==> src/core/dlc_pkg.sv <==
// Purpose: constants and types shared by the duty/logic counter
// Assumes: one 125 MHz clock, AXI4-Lite register access
// Notes:   offsets are byte addresses of aligned 32-bit words
package dlc_pkg;
    localparam int unsigned  AW           = 4;        // axi address width
    localparam int unsigned  DW           = 32;       // data width
    localparam logic [3:0]   OFS_CTRL     = 4'h0;     // mode field
    localparam logic [3:0]   OFS_INCR     = 4'h4;     // increment value
    localparam logic [3:0]   OFS_ACCUM    = 4'h8;     // phase accumulator
    localparam logic [3:0]   OFS_STATUS   = 4'hC;     // pins and carry
    localparam int unsigned  MODE_LSB     = 0;        // mode field position
    localparam int unsigned  MODE_W       = 5;        // mode field width
    localparam logic [31:0]  RST_WORD     = 32'h0000_0000; // reset value
    localparam logic [1:0]   RESP_OKAY    = 2'h0;     // axi okay
    localparam logic [1:0]   RESP_DECERR  = 2'h3;     // unmapped address
    localparam logic [4:0]   MODE_OFF     = 5'h00;    // counter off
    localparam logic [4:0]   MODE_DUTY_SE = 5'h06;    // duty single ended
    localparam logic [4:0]   MODE_DUTY_DF = 5'h07;    // duty differential
    localparam logic [4:0]   MODE_NEVER   = 5'h10;    // logic never
    localparam logic [4:0]   MODE_ALWAYS  = 5'h1F;    // logic always
    typedef logic [4:0] dlc_mode_t;                   // mode code type
endpackage

==> src/core/dlc_regs_if.sv <==
// Purpose: carrier between the counter core and the bus slave
// Assumes: single clock domain
// Notes:   slave writes controls, core returns state
`timescale 1ns/1ps
interface dlc_regs_if;
    logic [4:0]  mode;       // selected mode code
    logic [31:0] incr;       // increment value
    logic        acc_we;     // software accumulator write strobe
    logic [31:0] acc_wdata;  // software accumulator value
    logic [31:0] accum;      // accumulator state
    logic        carry;      // duty carry registered from the last cycle
    logic [1:0]  pins_q;     // registered pin levels
    modport core (input mode, incr, acc_we, acc_wdata,
                  output accum, carry, pins_q);
    modport bus  (output mode, incr, acc_we, acc_wdata,
                  input accum, carry, pins_q);
endinterface

==> src/core/dlc_core.sv <==
// Purpose: phase accumulator with duty-cycle and logic modes
// Assumes: pins synchronous to MCLK
// Notes:   instantiated by dlc_top
`timescale 1ns/1ps
module dlc_core
    import dlc_pkg::*;
(
    input  wire logic  clk,
    input  wire logic  rst_n,
    input  wire logic  first_pin_in,
    input  wire logic  second_pin_in,
    dlc_regs_if.core   rif,
    output logic       first_pin_out,
    output logic       second_pin_out,
    output logic       first_pin_oe,
    output logic       second_pin_oe
);
    // logic equation of one mode over registered pins
    function automatic logic eq_true(input logic [4:0] m,
                                     input logic a, input logic b);
        // truth table index {b,a}: bit1 a1b0, bit2 a0b1
        logic [3:0] tt;
        tt = m[3:0];                 // see RULE7 RULE8 RULE11
        return tt[{b, a}];           // see RULE12 RULE13 RULE14
    endfunction

    logic [31:0] accum_r;        // phase accumulator
    logic [1:0]  pins_r;         // previous-cycle pins
    logic        out_r;          // first pin output flop
    logic        dout_r;         // second pin output flop
    logic [32:0] sum;            // 33-bit sum with carry
    logic        is_duty;        // duty modes active
    logic        is_logic;       // logic modes active
    logic        add_en;         // accumulate this cycle

    // wrapping add, carry from bit 32
    assign sum      = {1'b0, accum_r} + {1'b0, rif.incr};   // see RULE16
    assign is_duty  = (rif.mode == MODE_DUTY_SE) ||
                      (rif.mode == MODE_DUTY_DF);           // see RULE1
    assign is_logic = rif.mode[4];                          // see RULE6
    // code bit3..0 is the truth table: 0000 never, 1111 always
    assign add_en   = is_duty ||
                      (is_logic &&
                       eq_true(rif.mode, pins_r[1], pins_r[0])); // see RULE10

    // pins registered a cycle before use
    always_ff @(posedge clk or negedge rst_n) begin
        if (!rst_n) begin
            pins_r <= 2'h0;
        end else begin
            pins_r <= {first_pin_in, second_pin_in}; // see RULE9
        end
    end

    // accumulator update
    always_ff @(posedge clk or negedge rst_n) begin
        if (!rst_n) begin
            accum_r <= RST_WORD;
        end else if (rif.acc_we) begin
            accum_r <= rif.acc_wdata;     // software write wins
        end else if (add_en) begin
            accum_r <= sum[31:0];         // see RULE6
        end
    end

    // carry drives pins in duty modes
    always_ff @(posedge clk or negedge rst_n) begin
        if (!rst_n) begin
            out_r  <= 1'b0;
            dout_r <= 1'b0;
        end else begin
            out_r  <= is_duty & sum[32]; // see RULE2 RULE3 RULE4 RULE5
            dout_r <= (rif.mode == MODE_DUTY_DF) & ~sum[32]; // see RULE15
        end
    end

    logic oe_a_r;                  // first pin drive enable
    logic oe_b_r;                  // second pin drive enable
    always_ff @(posedge clk or negedge rst_n) begin
        if (!rst_n) begin
            oe_a_r <= 1'b0;
            oe_b_r <= 1'b0;
        end else begin
            oe_a_r <= is_duty;
            oe_b_r <= (rif.mode == MODE_DUTY_DF);
        end
    end

    assign first_pin_out  = out_r;
    assign second_pin_out = dout_r;
    assign first_pin_oe   = oe_a_r;
    assign second_pin_oe  = oe_b_r;
    assign rif.accum      = accum_r;
    assign rif.carry      = out_r;
    assign rif.pins_q     = pins_r;

    // carry output matches a wrap of the accumulator
    a_duty_carry: assert property (@(posedge clk) disable iff (!rst_n) // see RULE2
        (is_duty && !rif.acc_we) |=> (out_r == (accum_r < $past(accum_r))))
        else $error("duty output does not follow wrap");
    // complement on second pin
    a_diff_compl: assert property (@(posedge clk) disable iff (!rst_n) // see RULE15
        (rif.mode == MODE_DUTY_DF) |=> (dout_r == !out_r))
        else $error("differential pin not complement");
    // never mode holds the accumulator
    a_never_hold: assert property (@(posedge clk) disable iff (!rst_n) // see RULE7
        (rif.mode == MODE_NEVER && !rif.acc_we) |=> $stable(accum_r))
        else $error("never mode changed accumulator");
    // always mode adds every cycle
    a_always_add: assert property (@(posedge clk) disable iff (!rst_n) // see RULE8
        (rif.mode == MODE_ALWAYS && !rif.acc_we)
        |=> accum_r == $past(accum_r) + $past(rif.incr))
        else $error("always mode missed an add");
    // both-low mode uses previous pins
    a_both_low: assert property (@(posedge clk) disable iff (!rst_n) // see RULE10
        (rif.mode == 5'h11 && !rif.acc_we && !pins_r[1] && !pins_r[0])
        |=> accum_r == $past(accum_r) + $past(rif.incr))
        else $error("mode both-low missed an add");
    // both-high mode blocked when a pin low
    a_both_high: assert property (@(posedge clk) disable iff (!rst_n) // see RULE12
        (rif.mode == 5'h18 && !rif.acc_we && !(pins_r[1] && pins_r[0]))
        |=> $stable(accum_r))
        else $error("mode both-high added wrongly");
    // pins reach the pin register one cycle later
    a_pin_delay: assert property (@(posedge clk) disable iff (!rst_n) // see RULE9
        1'b1 |=> pins_r == $past({first_pin_in, second_pin_in}))
        else $error("pin register wrong");
    // off state drives nothing
    a_off_quiet: assert property (@(posedge clk) disable iff (!rst_n) // see RULE1
        (!is_duty) [*2] |-> (!out_r && !oe_a_r))
        else $error("pin driven outside duty mode");
endmodule // dlc_core

==> src/core/dlc_top.sv <==
// Purpose: duty-cycle and logic counter with AXI4-Lite registers
// Assumes: synchronous pins, 125 MHz MCLK, async active-low reset
// Notes:   accumulator readable and writable by software
//
// Behaviour
// RULE1: codes 00110 single, 00111 differential duty
// RULE2: first pin equals addition carry out
// RULE3: increment one gives rare high pulse
// RULE4: high fraction equals increment over 2^32
// RULE5: matches oscillator only at 8000_0000
// RULE6: codes 1xxxx add only when equation true
// RULE7: code 10000 never adds, like off
// RULE8: code 11111 adds every cycle
// RULE9: equations use previous-cycle pin values
// RULE10: 10001 both low, 10010, 10011
// RULE11: 10100, 10101 first low, 10110 differ
// RULE12: 10111, 11000 both high, 11001 equal
// RULE13: 11010, 11011, 11100 second high
// RULE14: 11101, 11110 either pin high
// RULE15: differential mode drives complement on second
// RULE16: 32-bit wrapping add, carry bit 32
//
// The implementer's own choices: the AXI4-Lite register port and the register offsets.
`timescale 1ns/1ps
module dlc_top
    import dlc_pkg::*;
(
    input  wire logic                   MCLK,
    input  wire logic                   ARST_N,
    input  wire logic [dlc_pkg::AW-1:0] S_AXI_AWADDR,
    input  wire logic                   S_AXI_AWVALID,
    output logic                        S_AXI_AWREADY,
    input  wire logic [dlc_pkg::DW-1:0] S_AXI_WDATA,
    input  wire logic [3:0]             S_AXI_WSTRB,
    input  wire logic                   S_AXI_WVALID,
    output logic                        S_AXI_WREADY,
    output logic [1:0]                  S_AXI_BRESP,
    output logic                        S_AXI_BVALID,
    input  wire logic                   S_AXI_BREADY,
    input  wire logic [dlc_pkg::AW-1:0] S_AXI_ARADDR,
    input  wire logic                   S_AXI_ARVALID,
    output logic                        S_AXI_ARREADY,
    output logic [dlc_pkg::DW-1:0]      S_AXI_RDATA,
    output logic [1:0]                  S_AXI_RRESP,
    output logic                        S_AXI_RVALID,
    input  wire logic                   S_AXI_RREADY,
    input  wire logic                   FIRST_PIN_IN,
    output logic                        FIRST_PIN_OUT,
    output logic                        FIRST_PIN_OE,
    input  wire logic                   SECOND_PIN_IN,
    output logic                        SECOND_PIN_OUT,
    output logic                        SECOND_PIN_OE
);
    import dlc_pkg::*;

    dlc_regs_if rif ();            // core carrier

    // byte-lane merge of a write
    function automatic logic [31:0] merge(input logic [31:0] old,
                                          input logic [31:0] nw,
                                          input logic [3:0] st);
        logic [31:0] r;
        r = old;
        for (int i = 0; i < 4; i++) begin
            if (st[i]) begin
                r[i*8 +: 8] = nw[i*8 +: 8];
            end
        end
        return r;
    endfunction

    logic [4:0]  mode_r;           // mode register
    logic [31:0] incr_r;           // increment register
    logic        aw_r;             // address held
    logic        w_r;              // data held
    logic [3:0]  awaddr_r;         // captured write address
    logic [31:0] wdata_r;          // captured write data
    logic [3:0]  wstrb_r;          // captured strobes
    logic        bvalid_r;         // write response pending
    logic [1:0]  bresp_r;          // write response code
    logic        rvalid_r;         // read data pending
    logic [31:0] rdata_r;          // read data
    logic [1:0]  rresp_r;          // read response code
    logic        do_wr;            // both halves present
    logic        wr_ok;            // mapped write address
    logic [31:0] rd_word;          // decoded read word
    logic        rd_ok;            // mapped read address
    logic        rd_take;          // read address accepted
    logic [31:0] ctrl_wr;          // merged control word

    // handshakes: one write and one read at a time
    assign S_AXI_AWREADY = !aw_r && !bvalid_r;
    assign S_AXI_WREADY  = !w_r && !bvalid_r;
    assign S_AXI_ARREADY = !rvalid_r;
    assign rd_take       = S_AXI_ARVALID && !rvalid_r;
    assign do_wr         = aw_r && w_r && !bvalid_r;
    assign wr_ok         = (awaddr_r == OFS_CTRL) ||
                           (awaddr_r == OFS_INCR) ||
                           (awaddr_r == OFS_ACCUM);

    // read decode, status bits: carry, first, second
    assign rd_ok   = (S_AXI_ARADDR == OFS_CTRL)  ||
                     (S_AXI_ARADDR == OFS_INCR)  ||
                     (S_AXI_ARADDR == OFS_ACCUM) ||
                     (S_AXI_ARADDR == OFS_STATUS);
    assign rd_word = (S_AXI_ARADDR == OFS_CTRL)  ? {27'h0, mode_r} :
                     (S_AXI_ARADDR == OFS_INCR)  ? incr_r :
                     (S_AXI_ARADDR == OFS_ACCUM) ? rif.accum :
                     (S_AXI_ARADDR == OFS_STATUS) ?
                         {29'h0, rif.carry, rif.pins_q} : 32'h0;

    // write channel capture and response
    always_ff @(posedge MCLK or negedge ARST_N) begin
        if (!ARST_N) begin
            aw_r     <= 1'b0;
            w_r      <= 1'b0;
            awaddr_r <= 4'h0;
            wdata_r  <= RST_WORD;
            wstrb_r  <= 4'h0;
            bvalid_r <= 1'b0;
            bresp_r  <= RESP_OKAY;
        end else begin
            if (S_AXI_AWVALID && S_AXI_AWREADY) begin
                aw_r     <= 1'b1;
                awaddr_r <= S_AXI_AWADDR;
            end
            if (S_AXI_WVALID && S_AXI_WREADY) begin
                w_r     <= 1'b1;
                wdata_r <= S_AXI_WDATA;
                wstrb_r <= S_AXI_WSTRB;
            end
            if (do_wr) begin
                aw_r     <= 1'b0;
                w_r      <= 1'b0;
                bvalid_r <= 1'b1;
                bresp_r  <= wr_ok ? RESP_OKAY : RESP_DECERR;
            end else if (bvalid_r && S_AXI_BREADY) begin
                bvalid_r <= 1'b0;
            end
        end
    end

    // control registers written by software
    always_ff @(posedge MCLK or negedge ARST_N) begin
        if (!ARST_N) begin
            mode_r <= MODE_OFF;
            incr_r <= RST_WORD;
        end else if (do_wr && awaddr_r == OFS_CTRL) begin
            mode_r <= ctrl_wr[MODE_LSB +: MODE_W];
        end else if (do_wr && awaddr_r == OFS_INCR) begin
            incr_r <= merge(incr_r, wdata_r, wstrb_r);
        end
    end

    // read channel
    always_ff @(posedge MCLK or negedge ARST_N) begin
        if (!ARST_N) begin
            rvalid_r <= 1'b0;
            rdata_r  <= RST_WORD;
            rresp_r  <= RESP_OKAY;
        end else if (rd_take) begin
            rvalid_r <= 1'b1;
            rdata_r  <= rd_word;
            rresp_r  <= rd_ok ? RESP_OKAY : RESP_DECERR;
        end else if (rvalid_r && S_AXI_RREADY) begin
            rvalid_r <= 1'b0;
        end
    end

    assign rif.mode      = mode_r;
    assign rif.incr      = incr_r;
    assign rif.acc_we    = do_wr && (awaddr_r == OFS_ACCUM);
    assign rif.acc_wdata = merge(rif.accum, wdata_r, wstrb_r);
    assign ctrl_wr       = merge({27'h0, mode_r}, wdata_r, wstrb_r);

    assign S_AXI_BVALID = bvalid_r;
    assign S_AXI_BRESP  = bresp_r;
    assign S_AXI_RVALID = rvalid_r;
    assign S_AXI_RDATA  = rdata_r;
    assign S_AXI_RRESP  = rresp_r;

    // duty and logic engine; rules 3..5 follow from the carry add
    dlc_core u_core (
        .clk            (MCLK),
        .rst_n          (ARST_N),
        .first_pin_in   (FIRST_PIN_IN),
        .second_pin_in  (SECOND_PIN_IN),
        .rif            (rif),
        .first_pin_out  (FIRST_PIN_OUT),
        .second_pin_out (SECOND_PIN_OUT),
        .first_pin_oe   (FIRST_PIN_OE),
        .second_pin_oe  (SECOND_PIN_OE)
    );

    // a write is answered one cycle after both halves held
    a_wr_answer: assert property (@(posedge MCLK) disable iff (!ARST_N)
        do_wr |=> bvalid_r)
        else $error("write not answered");
    // mode register follows a control write
    a_mode_write: assert property (@(posedge MCLK) disable iff (!ARST_N) // see RULE6
        (do_wr && awaddr_r == OFS_CTRL && wstrb_r[0])
        |=> mode_r == $past(wdata_r[4:0]))
        else $error("mode write lost");
endmodule // dlc_top

==> config.mk <==
export PLATFORM = sky130hd
export DESIGN_NAME = dlc_top
export DESIGN_NICKNAME = d
export VERILOG_FILES = /design/src/core/dlc_pkg.sv /design/src/core/dlc_regs_if.sv /design/src/core/dlc_core.sv /design/src/core/dlc_top.sv
export SDC_FILE = /design/constraint.sdc
export NUM_CORES = 1
export LEC_CHECK = 0
export BUFFER_PORTS_ARGS = -buffer_cell sky130_fd_sc_hd__buf_2
export CORE_MARGIN = 4
export CORE_UTILIZATION = 40
export CTS_CLUSTER_DIAMETER = 200
export CTS_CLUSTER_SIZE = 24
export DETAILED_ROUTE_END_ITERATION = 16
export GPL_ROUTABILITY_DRIVEN = 0
export HOLD_SLACK_MARGIN = 0.15
export SETUP_SLACK_MARGIN = 0.3
export SYNTH_ARGS = -nofsm -noshare
export SYNTH_HDL_FRONTEND = slang
export SYNTH_SLANG_ARGS = --single-unit
==> constraint.sdc <==
create_clock -name MCLK -period 3.1 [get_ports MCLK]
set_clock_uncertainty 0.2 [all_clocks]
set_input_delay 0.155 -clock MCLK [delete_from_list [all_inputs] [get_ports MCLK]]
set_output_delay 0.155 -clock MCLK [all_outputs]
set_load 0.01 [all_outputs]
Word-level counts from Yosys, hierarchy flattened
Cells that the tools add are included.

$lt $le $gt $ge: 1. Add/sub/neg operators: 1. Reduce and logical (&&, ||, !) cells: 40. Bitwise operators: 4. Eq/ne operators: 11. Multiplexer cells: 22.

Operator list (count): two-way mux 32 bit (5); adder 32 x 32 -> 33 bit (1); two-way mux 8 bit (4); logical AND 1 bit (13); equality test 4 bit (second input constant) (3); AND reduction 3 bit (4); equality test 5 x 3 -> 1 bit (second input constant) (2); AND reduction 2 bit (5); nonzero test 2 bit (5); two-way mux 1 bit (9); equality test 4 x 3 -> 1 bit (second input constant) (2); zero test 4 bit (2); inequality test 2 x 1 -> 1 bit (second input constant) (4); logical OR 1 bit (7); zero test 1 bit (4); two-way mux 2 bit (2); less-than comparator 2 x 3 -> 1 bit (second input constant) (1); two-way mux 3 bit (1); bitwise AND 1 bit (2); binary-select mux 1 bit (select 2 bit) (1); inverter 1 bit (2).

Register bits: 155. Word-level logic and storage cells: 103. Output and inout port bits: 45.

Logic depth before layout (Yosys ltp)
Depth in word-level cells: 6. Gate-level depth with buffers: 10. Mapped depth without buffers: 10.

Hierarchy
From an unflattened synthesis, not the netlist that was laid out.

Cell total of the unflattened synthesis: 799. Area total of the unflattened synthesis: 8474.4 sq um.

By module, submodules not included: dlc_top (cells each 397, sequential area each 2877.8 sq um, area each 5142.4 sq um, times used 1); dlc_core (cells each 402, sequential area each 950.9 sq um, area each 3331.9 sq um, times used 1).

Worst setup path after synthesis
No wires, ideal clock.

Path type: flip-flop to flip-flop. Start: reg u_core.accum_r[4], in the netlist u_core.rif.accum[4]. End: reg u_core.accum_r[31], in the netlist u_core.rif.accum[31]. Stages on the path, launching flop included: 10. Arrival: 2512 ps. Path slack: 258 ps. Library setup time: 130 ps. Required time: 2770 ps. Cell sequence: dfrtp_1 -> ha_1 -> a21o_1 -> a31o_1 -> o21ai_4 -> o211ai_2 -> o31a_1 -> a311o_1 -> a2111oi_4 -> nor3_2.

Cells in the longest elaborated chain, start to end: 3.

RTL lines: start: declaration (line dlc_core.sv:27) `logic [31:0] accum_r;`; start signal: assignment (line dlc_core.sv:60) `accum_r <= rif.acc_wdata;`; start signal: assignment (line dlc_core.sv:62) `accum_r <= sum[31:0];`; adder 32 x 32 -> 33 bit (line dlc_core.sv:37) `assign sum = {1'b0, accum_r} + {1'b0, rif.incr};`; two-way mux 32 bit (line dlc_core.sv:61) `end else if (add_en) begin`; two-way mux 32 bit (line dlc_core.sv:59) `end else if (rif.acc_we) begin`.

No other way between the ends. The select of a mux whose other input is x is not followed. A chain may end at the register's enable or synchronous reset.

Worst setup path in the final report
Start: reg u_core.accum_r[0], in the netlist u_core.rif.accum[0]. End: reg u_core.accum_r[26], in the netlist u_core.rif.accum[26].

The elaborated chain is that of the path after synthesis.

==> reports/summary.md <==
The flow ran to the end, and the final reports show no timing, DRC or antenna violations. Timing would allow up to 354 MHz. The tools report the final setup slack of the worst path as 0.279 ns. The synthesized flop and latch total was 153. Worst endpoint data arrival time: 2.97 ns.

Power comes to 0.00930 W. Yosys attributes the largest share of cell area to dfrtp_1 (49%), mux2_2 (11%), ha_1 (5.1%). Input and output buffers added on the ports amount to 97. The number of enable flip-flop cells after synthesis came out at 0. The run gives 0 as the count of antenna diodes in the layout. Setup repair after global routing could not meet its margin everywhere. Summed over its instances, the top area cell type makes up 48.7% of the synthesized netlist area.

The final route contains 6251 vias. Pin placement for this block handled 98 I/O pins. The class of the worst hold path is input port to flip-flop. The remaining antenna violation count after routing is 0, and the vertical die dimension is 148 um. In the routed layout, each cell is associated on average with a via count of 5.32. The critical path goes through ha_4 -> fa_2 -> a21o_1 -> a221o_2 -> a221oi_4 -> nor2_1 -> nand4_1 -> nand2_1 -> xnor2_1 -> a21oi_1.

Counting every net in the synthesized netlist gives 809. After layout, the worst path uses 91.0% of the clock period. Of all nets on the critical path, the largest fanout is 4. The logs give 3.25 ns for the required time at the worst-slack endpoint and 33300 um for the global-route wire length before repair.

The setup total negative slack is 0 ns, and the H-tree depth reported by CTS is 4. The cell accounting for the most synthesized area is dfrtp_1. In this run the power density over the cells is 911 nW/um^2. In the synthesized netlist, the cells that appear most often are dfrtp_1 (153), mux2_2 (77), nand2_1 (72). Measured slew at the worst slew-check pin: 0.647 ns.

STA classifies the critical path endpoint as a flip-flop. For the worst-case clock buffer depth, the log shows 2. Compared with the post-synthesis result, the final layout area differs by 29.8%.

The largest individual stage delay along the critical path comes from the cell dfrtp_1. The multi-input combinational cells in the finished layout cover a total of 4120 um^2. During synthesis, Yosys emitted a total of 0 warnings. Setup violations remaining at the end of the flow were counted as 0.

Clock tree synthesis inserted a total of 17 buffers. After detailed placement, the total cell area comes to 8730 um^2. The width of the die works out to 148 um.

The post-route netlist has 32.2% of its cells at a drive strength greater than 1. After clock tree synthesis, the clock-pin slew on the worst setup and hold paths is 0.07 ns. At the later pin of the worst-skew pair, clock insertion delay measures 0.42 ns. TritonCTS built the clock tree.

For this configuration, the core starts out at a cell density of 40.6%. The number of remaining DRC errors was 0. The largest single stage delay on the critical path is 0.42 ns.

Across every metal layer, demand over resource in global routing totals 18.8%. At the end of the flow, the number of nets in the layout was 983. OpenSTA, run right after detailed placement, puts the worst setup slack at 0.0578 ns. The final count of pins violating max slew is 0, and the post-DP HPWL is 13900 um. Entering global routing, the biggest net connects 68 pins. The worst setup path is launched from a flip-flop. Before antenna repair, the detailed router went through 4 iterations. The async set-reset flop share out of synthesis is 100%, and the number of distinct library cells after synthesis is 66. For the wire length after detailed routing, the log shows 20200 um.

Of the synthesized area, sequential elements account for 48.7%. The floorplan core area is 19400 um^2, and the residual overflow from global routing is 0. The run gives 1769 as the final-layout fill cell count. The tools report the root buffer cell as clkbuf_16. The number of sinks driven by the clock tree was 153. In the synthesized netlist, the number of instances is 723. The logs give 3830 um^2 for the area used by sequential logic in the layout and 51 for the number of rows created at floorplan.

The relative slew slack was 56.9%; the die outline area was 22000 um^2. The critical path is of the flip-flop to flip-flop type. The average size of a mapped cell is 10.9 um^2, and the final standard cell area without fillers is 10200 um^2.

Across the run, the number of max-cap violations was 0. For the hold violation count in the final report, the log shows 0. Number of antenna violations at the first check in global routing: 0. The shortest period the worst path allows is 2.82 ns.

Broken down by cell family, the worst path's largest delay share belongs to compound AO/OA/AOI/OAI gates. Dividing the detail-routed wire length by the instance count gives 17.2 um. The analysis attributes to cell leakage a power of 4.61 nW.

The peak supply drop is 0.390 mV. The synthesized netlist occupies a cell area of 7870 um^2. The critical path contains buffers and inverters numbering 0 combined. The most used flip-flop cell after synthesis is dfrtp_1.

The via count of the first global-routing pass is 6399. In this run, the number of DRC markers left after iteration 0 of detailed routing was 348. The most numerous cell in the Yosys netlist is dfrtp_1.
==> kinds of logic after synthesis <==
family                     after synthesis  share of synthesized area [%]
AOI/OAI and AO/OA                      219                           17.8
and+or+nand+nor                        160                           9.96
DFF                                    153                           48.7
muxes                                   87                           12.9
buffers and inverters                   44                           2.26
adders and majority gates               33                           5.34
xor gates and xnor gates                27                           3.01
==> routing by layer <==
layer,GRT usage (%),part of all wire (%),vias up
met5,0,0,-
met3,4.02,4.3,20
met4,4.85,1.1,0
li1,-,-,3017
met2,29.8,46,143
met1,26.5,48,3071
==> flip-flops by register name (all words and copies together) (netlist names), 2 cells and up <==
register           flops
incr_r                32
u_core.rif.pins_q      2
wdata_r               32
wstrb_r                4
u_core.rif.accum      32
mode_r                 5
S_AXI_RDATA           32
awaddr_r               4
==> where the power goes <==
group          total (W)  switching [W]  internal [W]
Clock            0.00197       0.000872       0.00110
Combinational    0.00389        0.00194       0.00196
Sequential       0.00344       0.000722       0.00272
Total            0.00930        0.00353       0.00577
==> path summary, 6_finish.rpt <==
kind                                             end  slack [ns]                 from  cells after the start
worst max-delay path            u_core.rif.accum[26]        0.28  u_core.rif.accum[0]                     10
worst min-delay path            u_core.rif.pins_q[0]        0.17        SECOND_PIN_IN                      2
worst max register to register  u_core.rif.accum[26]        0.28  u_core.rif.accum[0]                     10
worst min register to register       S_AXI_RDATA[19]        0.28      S_AXI_RDATA[19]                      2
max in group asynchronous                 incr_r[25]        1.25               ARST_N                      4
min in group asynchronous            S_AXI_RDATA[14]        0.65               ARST_N                      3
==> area by class of cell <==
class                           count  area share [%]
Clock buffer                       21            4.61
Sequential cell                   153            37.5
Clock inverter                     11           0.870
Multi-Input combinational cell    526            40.3
Tap cell                          265            3.25
Timing Repair Buffer              189            13.1
Inverter                           10           0.368
==> stage by stage <==
| stage | util (%) | hold WS (ns) | instances |
|---|---|---|---|
| after CTS | 51.5 | 0.150 | 1168 |
| final | 52.6 | 0.174 | 1175 |
| after global placement | 45.0 | 0.00225 | 1069 |
| after global routing | 52.6 | 0.176 | 1175 |
| after floorplan | - | -0.341 | 723 |
| after detailed placement | 45.0 | -0.00188 | 1069 |
==> placed cells by master, fill, tap and decap left out, types with 11 or more instances in the layout <==
cell and instances:
o22ai_1 18, dfrtp_1 153, buf_4 35, nand2_1 70, xor2_1 11, a22oi_1 32
dlygate4sd3_1 56, nor2_1 32, mux2_2 77, buf_2 96, clkbuf_16 17, ha_1 21
o21ai_0 57, xnor2_1 13, a21o_1 11, a21oi_1 46
==> what timing repair did <==
item                                    4_1_cts  5_1_grt
endpoints found under the hold margin       205        0
buffers inserted                             11        7
hold buffers                                 56        0
pin swaps                                    16       18
resized for setup                            17       26
endpoints found under the setup margin       15       30
Power figures use the tool's default switching activity.
